File: src/rtl/dtb_defines.svh
// Constants for the data transfer bus slave responder and bus timer.
`ifndef DTB_DEFINES_SVH
`define DTB_DEFINES_SVH

// Local clock rate in MHz (10 ns period).
`define DTB_CLK_MHZ 100
// Bus time-out period in microseconds, as printed in the timer's rating.
`define DTB_BTO_US 64
// Time-out period as a count of local clock cycles.
`define DTB_BTO_CYCLES (`DTB_BTO_US * `DTB_CLK_MHZ)

// Address modifier field that tells the addressing mode apart.
`define DTB_AM_MODE_MSB 5
`define DTB_AM_MODE_LSB 4
`define DTB_AM_SHORT 2'h2
`define DTB_AM_STD 2'h3
`define DTB_AM_EXT 2'h0

// Reset values.
`define DTB_DATA_RST 32'h0000_0000
`define DTB_ADDR_RST 31'h0000_0000
`define DTB_AM_RST 6'h00

`endif

File: src/rtl/dtb_pkg.sv
// Types shared by the data transfer bus slave responder and bus timer.
package dtb_pkg;

   // Cycle kinds told apart by the strobes, A01 and LWORD.
   typedef enum logic [2:0] {
      CK_ADDR_ONLY = 3'b000,
      CK_SINGLE_ODD = 3'b001,
      CK_SINGLE_EVEN = 3'b010,
      CK_DOUBLE = 3'b011,
      CK_QUAD = 3'b100,
      CK_UNALIGNED = 3'b101
   } cycle_kind_t;

   // Addressing modes carried by the address modifier.
   typedef enum logic [1:0] {
      AMODE_NONE = 2'b00,
      AMODE_SHORT = 2'b01,
      AMODE_STD = 2'b10,
      AMODE_EXT = 2'b11
   } addr_mode_t;

   // Data width capability of the slave.
   typedef enum logic [1:0] {
      DW_D08_ODD = 2'b00,
      DW_D08_EO = 2'b01,
      DW_D16 = 2'b10,
      DW_D32 = 2'b11
   } data_width_t;

   // Slave response sequence.
   typedef enum logic [2:0] {
      RS_IDLE = 3'b000,
      RS_DECIDE = 3'b001,
      RS_LOCAL = 3'b010,
      RS_PLACE = 3'b011,
      RS_HOLD = 3'b100
   } resp_state_t;

endpackage

File: src/rtl/dtb_cycle_decoder.sv
// Cycle kind and addressing mode decoder for a captured bus cycle.
`timescale 1ns/1ps

module dtb_cycle_decoder
   import dtb_pkg::*;
(
   // Captured cycle
   input wire logic [1:0] ds_n,
   input wire logic a01,
   input wire logic lword_n,
   input wire logic [5:0] am,
   // Decoded cycle
   output cycle_kind_t kind,
   output addr_mode_t mode
);

   `include "dtb_defines.svh"

   logic [1:0] am_mode;

   assign am_mode = am[`DTB_AM_MODE_MSB:`DTB_AM_MODE_LSB];

   // Address-only plus the data cycle kinds, under every addressing mode.
   always_comb
   begin
      kind = CK_ADDR_ONLY;
      if (ds_n == 2'b11)
         kind = CK_ADDR_ONLY;
      else if (ds_n == 2'b00)
      begin
         if (!lword_n)
            kind = a01 ? CK_UNALIGNED : CK_QUAD;
         else
            kind = CK_DOUBLE;
      end
      else if (!lword_n)
         kind = a01 ? CK_ADDR_ONLY : CK_UNALIGNED;
      else if (!ds_n[0])
         kind = CK_SINGLE_ODD;
      else
         kind = CK_SINGLE_EVEN;
   end

   always_comb
   begin
      mode = AMODE_NONE;
      if (am_mode == `DTB_AM_SHORT)
         mode = AMODE_SHORT;
      else if (am_mode == `DTB_AM_STD)
         mode = AMODE_STD;
      else if (am_mode == `DTB_AM_EXT)
         mode = AMODE_EXT;
   end

endmodule // dtb_cycle_decoder

File: src/rtl/dtb_bus_timer.sv
// Bus timer that raises bus error when the first data strobe stays low too long.
`timescale 1ns/1ps

module dtb_bus_timer
   import dtb_pkg::*;
#(
   parameter int unsigned TIMEOUT_CYCLES = 6400,
   parameter bit CHECK_LINES = 1'b0
)
(
   input wire logic clk,
   input wire logic rst,
   input wire logic ce,
   // Bus lines seen by the timer
   input wire logic strobe_low,
   input wire logic dtack_n,
   input wire logic berr_n,
   // Time-out request
   output logic fire
);

   localparam int CW = $clog2(TIMEOUT_CYCLES + 1);
   localparam logic [CW-1:0] LIMIT = CW'(TIMEOUT_CYCLES);

   typedef struct packed {
      logic [CW-1:0] count;
      logic fire;
   } timer_state_t;

   timer_state_t st;
   timer_state_t next_st;

   generate
      if (TIMEOUT_CYCLES < 2)
      begin : g_bad_timeout
         $error("Bus timer needs a time-out of at least two cycles.");
      end
   endgenerate

   always_comb
   begin
      next_st = st;
      if (!strobe_low)
      begin
         next_st.count = '0;
         next_st.fire = 1'b0;
      end
      else if (st.count != LIMIT)
         next_st.count = st.count + CW'(1);
      else if (!st.fire && (!CHECK_LINES || (dtack_n && berr_n)))
         next_st.fire = 1'b1;
   end

   always_ff @(posedge clk)
   begin
      if (rst)
         st <= '0;
      else if (ce)
         st <= next_st;
   end

   assign fire = st.fire;
endmodule // dtb_bus_timer

File: src/rtl/dtb_slave_response_bus_timer.sv
// Data transfer bus slave responder with bus timer.
`timescale 1ns/1ps

module dtb_slave_response_bus_timer
   import dtb_pkg::*;
#(
   parameter data_width_t DATA_CAP = DW_D32,
   parameter bit UAT_CAP = 1'b0,
   parameter bit HAS_BERR = 1'b1,
   parameter bit WATCH_AS = 1'b0,
   parameter bit A16_EN = 1'b1,
   parameter bit A24_EN = 1'b1,
   parameter bit A32_EN = 1'b1,
   parameter logic [31:0] BASE_A16 = 32'h0000_0000,
   parameter logic [31:0] BASE_A24 = 32'h0000_0000,
   parameter logic [31:0] BASE_A32 = 32'h0000_0000,
   parameter int unsigned WIN_BITS = 12,
   parameter bit TIMER_EN = 1'b1,
   parameter bit TIMER_CHECK_LINES = 1'b0,
   parameter int unsigned BTO_CYCLES = `DTB_BTO_CYCLES
)
(
   // Clock, reset and enable
   input wire logic SYS_CLK,
   input wire logic RST,
   input wire logic CE,
   // Bus inputs
   input wire logic AS_N,
   input wire logic DS0_N,
   input wire logic DS1_N,
   input wire logic LWORD_N,
   input wire logic WRITE_N,
   input wire logic IACK_N,
   input wire logic [31:1] A,
   input wire logic [5:0] AM,
   input wire logic [31:0] D_IN,
   // Open-drain acknowledge and error lines
   input wire logic DTACK_N_IN,
   output logic DTACK_N_OUT,
   output logic DTACK_OE,
   input wire logic BERR_N_IN,
   output logic BERR_N_OUT,
   output logic BERR_OE,
   // Data drivers, one enable per byte lane
   output logic [31:0] D_OUT,
   output logic [3:0] D_OE,
   // Local storage side
   output logic LOC_REQ,
   output logic LOC_WRITE,
   output logic [31:1] LOC_ADDR,
   output logic [1:0] LOC_DS_N,
   output logic LOC_LWORD_N,
   output logic [31:0] LOC_WDATA,
   input wire logic LOC_ACK,
   input wire logic [31:0] LOC_RDATA,
   input wire logic LOC_RERR
);

   `include "dtb_defines.svh"

   typedef struct packed {
      resp_state_t state;
      logic [31:1] addr;
      logic [5:0] am;
      logic write;
      logic lword_n;
      logic [1:0] ds_n;
      logic [31:0] wdata;
      logic loc_req;
      logic dtack_oe;
      logic berr_oe;
      logic [31:0] dout;
      logic [3:0] d_oe;
   } slave_state_t;

   slave_state_t st;
   slave_state_t next_st;
   cycle_kind_t kind;
   addr_mode_t mode;
   logic strobe_low;
   logic timer_fire;
   logic selected;
   logic reject;
   logic [31:0] full_addr;
   logic [3:0] lane_mask;
   logic [31:0] data_mask;
   logic quad_ok;
   logic double_ok;

   localparam logic [31:0] WIN_MASK = ~((32'h0000_0001 << WIN_BITS) - 32'h0000_0001);

   generate
      if (WIN_BITS < 1 || WIN_BITS > 15)
      begin : g_bad_window
         $error("Window bits must lie between 1 and 15.");
      end
      if (!A16_EN && !A24_EN && !A32_EN)
      begin : g_no_mode
         $error("At least one addressing mode must be enabled.");
      end
   endgenerate

   ////////////////////////////////////////////////////////////////////////////
   // Cycle decode and capability checks.

   dtb_cycle_decoder i_dtb_cycle_decoder (
      .ds_n(st.ds_n),
      .a01(st.addr[1]),
      .lword_n(st.lword_n),
      .am(st.am),
      .kind(kind),
      .mode(mode)
   );

   assign strobe_low = !DS0_N || !DS1_N;
   assign full_addr = {st.addr, 1'b0};
   assign quad_ok = (DATA_CAP == DW_D32);
   assign double_ok = (DATA_CAP == DW_D16) || (DATA_CAP == DW_D32);

   // Lanes that this width monitors and drives.
   always_comb
   begin
      lane_mask = 4'h1;
      if (DATA_CAP == DW_D16)
         lane_mask = 4'h3;
      else if (DATA_CAP == DW_D32)
         lane_mask = 4'hF;
      data_mask = {{8{lane_mask[3]}}, {8{lane_mask[2]}}, {8{lane_mask[1]}}, {8{lane_mask[0]}}};
   end

   // Address decode per mode, upper lines above the mode's width ignored.
   always_comb
   begin
      selected = 1'b0;
      unique case (mode)
         AMODE_SHORT:
            selected = A16_EN && (((full_addr ^ BASE_A16) & WIN_MASK & 32'h0000_FFFF) == 32'h0000_0000);
         AMODE_STD:
            selected = A24_EN && (((full_addr ^ BASE_A24) & WIN_MASK & 32'h00FF_FFFF) == 32'h0000_0000);
         AMODE_EXT:
            selected = A32_EN && (((full_addr ^ BASE_A32) & WIN_MASK) == 32'h0000_0000);
         AMODE_NONE:
            selected = 1'b0;
      endcase
      if (kind == CK_ADDR_ONLY)
         selected = 1'b0;
      if (DATA_CAP == DW_D08_ODD && kind == CK_SINGLE_EVEN)
         selected = 1'b0;
   end

   always_comb
   begin
      reject = 1'b0;
      if (kind == CK_QUAD && !quad_ok)
         reject = 1'b1;
      if (kind == CK_DOUBLE && !double_ok)
         reject = 1'b1;
      if (kind == CK_UNALIGNED && !UAT_CAP)
         reject = 1'b1;
   end

   ////////////////////////////////////////////////////////////////////////////
   // Bus timer.

   generate
      if (TIMER_EN)
      begin : g_timer
         dtb_bus_timer #(
            .TIMEOUT_CYCLES(BTO_CYCLES),
            .CHECK_LINES(TIMER_CHECK_LINES)
         ) i_dtb_bus_timer (
            .clk(SYS_CLK),
            .rst(RST),
            .ce(CE),
            .strobe_low(strobe_low),
            .dtack_n(DTACK_N_IN),
            .berr_n(BERR_N_IN),
            .fire(timer_fire)
         );
      end
      else
      begin : g_no_timer
         assign timer_fire = 1'b0;
      end
   endgenerate

   ////////////////////////////////////////////////////////////////////////////
   // Response sequence.

   always_comb
   begin
      next_st = st;
      next_st.berr_oe = 1'b0;
      unique case (st.state)
         RS_IDLE:
         begin
            // Capture on the first strobe edge; the address strobe is optional.
            if (strobe_low && IACK_N && (!WATCH_AS || !AS_N))
            begin
               next_st.addr = A;
               next_st.am = AM;
               next_st.write = !WRITE_N;
               next_st.lword_n = LWORD_N;
               next_st.ds_n = {DS1_N, DS0_N};
               next_st.wdata = D_IN & data_mask;
               next_st.state = RS_DECIDE;
            end
         end
         RS_DECIDE:
         begin
            if (!selected)
               next_st.state = RS_HOLD;
            else if (reject)
            begin
               next_st.berr_oe = HAS_BERR;
               next_st.state = RS_HOLD;
            end
            else
            begin
               next_st.loc_req = 1'b1;
               next_st.state = RS_LOCAL;
            end
         end
         RS_LOCAL:
         begin
            if (LOC_ACK)
            begin
               next_st.loc_req = 1'b0;
               next_st.state = RS_HOLD;
               if (!strobe_low)
                  next_st.state = RS_IDLE;
               else if (!st.write && LOC_RERR)
                  next_st.berr_oe = HAS_BERR;
               else if (st.write)
                  next_st.dtack_oe = 1'b1;
               else
               begin
                  next_st.dout = LOC_RDATA & data_mask;
                  next_st.d_oe = lane_mask;
                  next_st.state = RS_PLACE;
               end
            end
         end
         RS_PLACE:
         begin
            next_st.dtack_oe = 1'b1;
            next_st.state = RS_HOLD;
         end
         RS_HOLD:
         begin
            // Responses stand until the master lets both strobes go.
            next_st.berr_oe = st.berr_oe;
            if (!strobe_low)
            begin
               next_st.dtack_oe = 1'b0;
               next_st.berr_oe = 1'b0;
               next_st.d_oe = 4'h0;
               next_st.state = RS_IDLE;
            end
         end
         default:
            next_st.state = RS_IDLE;
      endcase
      if (timer_fire && strobe_low)
         next_st.berr_oe = 1'b1;
   end

   always_ff @(posedge SYS_CLK)
   begin
      if (RST)
      begin
         st <= '0;
         st.state <= RS_IDLE;
         st.addr <= `DTB_ADDR_RST;
         st.am <= `DTB_AM_RST;
         st.ds_n <= 2'b11;
         st.lword_n <= 1'b1;
         st.wdata <= `DTB_DATA_RST;
         st.dout <= `DTB_DATA_RST;
      end
      else if (CE)
         st <= next_st;
   end

   // Open-drain lines pull low while enabled.
   assign DTACK_OE = st.dtack_oe;
   assign DTACK_N_OUT = 1'b0;
   assign BERR_OE = st.berr_oe;
   assign BERR_N_OUT = 1'b0;
   assign D_OUT = st.dout;
   assign D_OE = st.d_oe;
   assign LOC_REQ = st.loc_req;
   assign LOC_WRITE = st.write;
   assign LOC_ADDR = st.addr;
   assign LOC_DS_N = st.ds_n;
   assign LOC_LWORD_N = st.lword_n;
   assign LOC_WDATA = st.wdata;
endmodule // dtb_slave_response_bus_timer

File: config.mk
export PLATFORM = sky130hd
export DESIGN_NAME = dtb_slave_response_bus_timer
export DESIGN_NICKNAME = d
export VERILOG_FILES = /design/src/rtl/dtb_pkg.sv /design/src/rtl/dtb_cycle_decoder.sv /design/src/rtl/dtb_bus_timer.sv /design/src/rtl/dtb_slave_response_bus_timer.sv
export VERILOG_INCLUDE_DIRS = /design/src /design/src/rtl
export SDC_FILE = /design/constraint.sdc
export NUM_CORES = 1
export LEC_CHECK = 0
export ABC_AREA = 1
export BUFFER_PORTS_ARGS = -buffer_cell sky130_fd_sc_hd__buf_2
export CORE_MARGIN = 1
export CORE_UTILIZATION = 26
export DETAILED_ROUTE_END_ITERATION = 7
export GPL_ROUTABILITY_DRIVEN = 1
export HOLD_SLACK_MARGIN = 0.08
export PLACE_DENSITY = 0.46
export SYNTH_ARGS = -nofsm -noshare
export SYNTH_HDL_FRONTEND = slang
export SYNTH_SLANG_ARGS = --single-unit
File: constraint.sdc
create_clock -name SYS_CLK -period 4.6 [get_ports SYS_CLK]
set_input_delay 0.92 -clock SYS_CLK [delete_from_list [all_inputs] [get_ports SYS_CLK]]
set_output_delay 0.92 -clock SYS_CLK [all_outputs]
set_load 0.01 [all_outputs]
==> metrics.md <==
| Metric | Value |
|---|---|
| Status | finished with violations |
| Failing checks | design-rule violations |
| Cell internal pwr | 0.00214 W |
| R2R cell count | 9 |
| Ratio of cells with drive above 1 in the final layout | around a third |
| DP HPWL | 10700 um |
| Tot GR Track Use | 13.6% |
| Slew Limit Fails | 0 |
| Setup-failing EPs final | 0 |
| Synthesized flop and latch total | around 120 |
| Area share of fa/ha/maj cells after synthesis | less than 1% |
| Layout Skew | 9.79 ps |
| Clock power share | about half |
| Cells resized by post-CTS repair | 0 |
| CTS Hold Buffers Added | 0 |
| Die area | 0.0232 mm2 |
| Last element of the critical path | LOC_ADDR[4] |
| Row cnt | between 50 and 60 |
| Final Hold Vio Count | 0 |
| Post-Syn Instances | slightly below 800 |
| WHS | approximately 450 ps |
| Post-CTS Setup Inserts | 0 |
| Largest family of logic cells by synthesized area | simple AND/OR/NAND/NOR gates |
| Post-synthesis xor/xnor area fraction | less than 1% |
| Worst hold path type | reg -> reg |
| CTS Buf Count | 17 |
| Largest net degree at the start of global routing | 69 |
| Max-Cap Viols | 0 |
| Post-Layout Cell Count | between 1k and 1.5k |
| Layout area overhead | 18.5% |
| Sequential fraction of design power | around 40% |
| Antenna-violating nets left | 0 |
| Setup TNS | 0 ps |
| Yosys warns | 0 |
| Drt wl/cell | 13.0 um |
| Flip-flop and latch area | around 0.0024 mm2 |
| Worst path slowest cell | nand2_1 |
| Initial antenna violation count | 0 |
| Combinational Power Share | 10.0% |
| Nets | a little over 1k |
| Die Ht | about 150 um |
| Vias in the first global route | between 4k and 5k |
| Vias per cell | 4.24 |
| Sw Share | roughly a quarter |
| Worst setup EP type | flop |
| Drt pass-1 iters | 8 |
| Switching power | ~0.00074 W |
| Worst EP arrival | between 2000 and 3000 ps |
| Dpl cells | ~1.2k |
| Critical Path Source | DS0_N |
| Least-Margin Pin Slew | 601 ps |
| Clock sink count | about 120 |
| Complex-gate fraction of the synthesized area | 12.1% |
| Setup Crit Path Kind | in -> reg |
| Most frequent cells in the layout | buf_2, nor2_1, dfxtp_1 |
| Leading cell type in the layout, fill and taps excluded | buf_2 |
| CTS max path bufs | 2 |
| DRC | 19 |
| Core Footprint | between 0.02 and 0.025 mm2 |
| Post-route design area | roughly 0.007 mm2 |
| Avg Cell Area, Syn | between 7 and 8 um2 |
| Routed Wire Length | 15400 um |
| Mapped Area | between 0.005 and 0.006 mm2 |
| CTS tree | yes |
| Synth Area in Simple Gates | 25.6% |
| CP Max Fanout | 45 |
| Worst R2R Setup Slack | between 2000 and 2500 ps |
| Worst-path clk slew | 60 ps |
| VDD IR-drop max | around 0.00019 V |
| Reg2reg start | st[113] |
| Highest clock rate | around 380 MHz |
| RD Place Congestion | slightly below 0.8 |
| Static Leak | approximately 3.3 nW |
| First-pass GRT wire length | approximately 25000 um |
| RSZ-0062 raised after global routing | no |
| Area occupied by multi-input gates | roughly 0.0023 mm2 |
| Placed inst area | approximately 0.0063 mm2 |
| Diodes inserted | 0 |
| Worst path max stage delay | approximately 400 ps |
| Type of origin of the critical path | input port |
| PD cells | around 410 mW/mm2 |
| PortBufs | 212 |
| Chip Width | ~150 um |
| Post-synth cell types | 35 |
| Worst-skew pair later-pin latency | approximately 400 ps |
| Reg2reg end | D_OUT[0] |
| Number of top-level pins | 222 |
| Min cycle time layout | 2620 ps |
| Sequential area share after synthesis | 41.5% |
| Worst slew margin | around 60% |
| Initial Util | around a quarter |
| Mux share of post-synthesis cell area | 0% |
| Clock H-tree levels | 4 |
| Detailed-route via count | 5015 |
| Fill count | approximately 2.4k |
| CTS root buffer | clkbuf_16 |
| GRT Residual Overflow | 0 |
| Crit path required time | ~4900 ps |
| Tcrit/Tclk final | 56.9% |
| Critical path, cell by cell | buf_2 > nand2_1 > nand2_1 > nor4_2 > nand2_2 > inv_2 > buf_12 > nor2_1 > nor2_1 |
| 1st-iter DRT viols | roughly 330 |
-- synth_stat cells (all sizes together) --
| library cell | number | share of area [%] |
|---|---|---|
| a21boi | 1 | 0.13 |
| a21o | 1 | 0.13 |
| a21oi | 26 | 2.2 |
| a31oi | 1 | 0.11 |
| and2 | 1 | 0.11 |
| buf | 120 | 16 |
| clkbuf | 20 | 1.3 |
| conb | 1 | 0.064 |
| dfxtp | 122 | 42 |
| ha | 2 | 0.43 |
| inv | 39 | 2.5 |
| nand2 | 68 | 4.4 |
| nand3 | 25 | 2.2 |
| nand3b | 1 | 0.13 |
| nand4 | 8 | 0.85 |
| nor2 | 232 | 16 |
| nor3 | 11 | 1.2 |
| nor4 | 1 | 0.21 |
| o21ai | 108 | 9.4 |
| o21bai | 1 | 0.13 |
| or2 | 1 | 0.11 |
| xor2 | 4 | 0.60 |
-- per-layer routing --
metal	up-vias	part of all wire [%]	GRT usage (%)
li1	2619	-	-
met1	2221	45	16.6
met2	166	46	22.8
met3	9	7.9	4.47
met4	0	1.1	4.23
met5	-	0	0
-- metrics by stage --
step | setup slack [ps] | total power, W | util [%]
floorplan | 2590 | 0.00138 | -
global placement | 1410 | 0.00145 | 28.7
detailed placement | 1500 | 0.00145 | 28.7
CTS | 1930 | 0.00294 | 31.6
global route | 1740 | 0.00303 | 31.6
finish | 1980 | 0.00288 | 31.6
-- sequential cells by signal, indices dropped and copies added (netlist names) --
name and cells:
D_OE 1, st 5, DTACK_OE 1, LOC_WDATA 32, LOC_ADDR 31, LOC_WRITE 1
BERR_OE 1, LOC_DS_N 2, LOC_REQ 1, g_timer.i_dtb_bus_timer.fire 1, D_OUT 32, g_timer.i_dtb_bus_timer.st 13
LOC_LWORD_N 1
-- worst min path at each step --
stage                  from           end  slack (ps)  cells after the start
6_report            LOC_REQ       LOC_REQ         450                      2
5_1_grt             LOC_REQ       LOC_REQ         470                      2
4_1_cts             LOC_REQ       LOC_REQ         450                      2
3_5_place_dp        LOC_REQ       LOC_REQ         440                      2
3_3_place_gp        LOC_REQ       LOC_REQ         440                      2
2_1_floorplan  LOC_ADDR[31]  LOC_ADDR[31]         440                      2
-- logic make-up (layout without fill, tap and decap cells) --
group	after synthesis	in the layout
and+or+nand+nor	348	348
buffers and inverters	179	287
AOI/OAI and AO/OA	138	138
DFF	122	122
xor gates and xnor gates	4	4
adders and majority gates	2	2
other	1	2
-- worst max-delay path, delay by kind of cell --
kind	cells	cell delay, ps
and+or+nand+nor	6	1220
buffers and inverters	3	740
-- power by group through the flow --
stage | Sequential [W] | Combinational (W) | Clock, W
floorplan | 0.00115 | 0.000224 | 0
global placement | 0.00116 | 0.000293 | 0
detailed placement | 0.00116 | 0.000293 | 0
CTS | 0.00114 | 0.000294 | 0.00151
global route | 0.00114 | 0.000330 | 0.00156
finish | 0.00114 | 0.000287 | 0.00146
-- cell type report --
type	count	share of cell area (%)
Clock buffer	18	6.16
Clock inverter	14	3.00
Inverter	39	2.14
Multi-Input combinational cell	494	32.8
Sequential cell	122	35.1
Tap cell	280	5.03
Timing Repair Buffer	216	15.8
No activity file was read; power rests on OpenSTA's default activity.
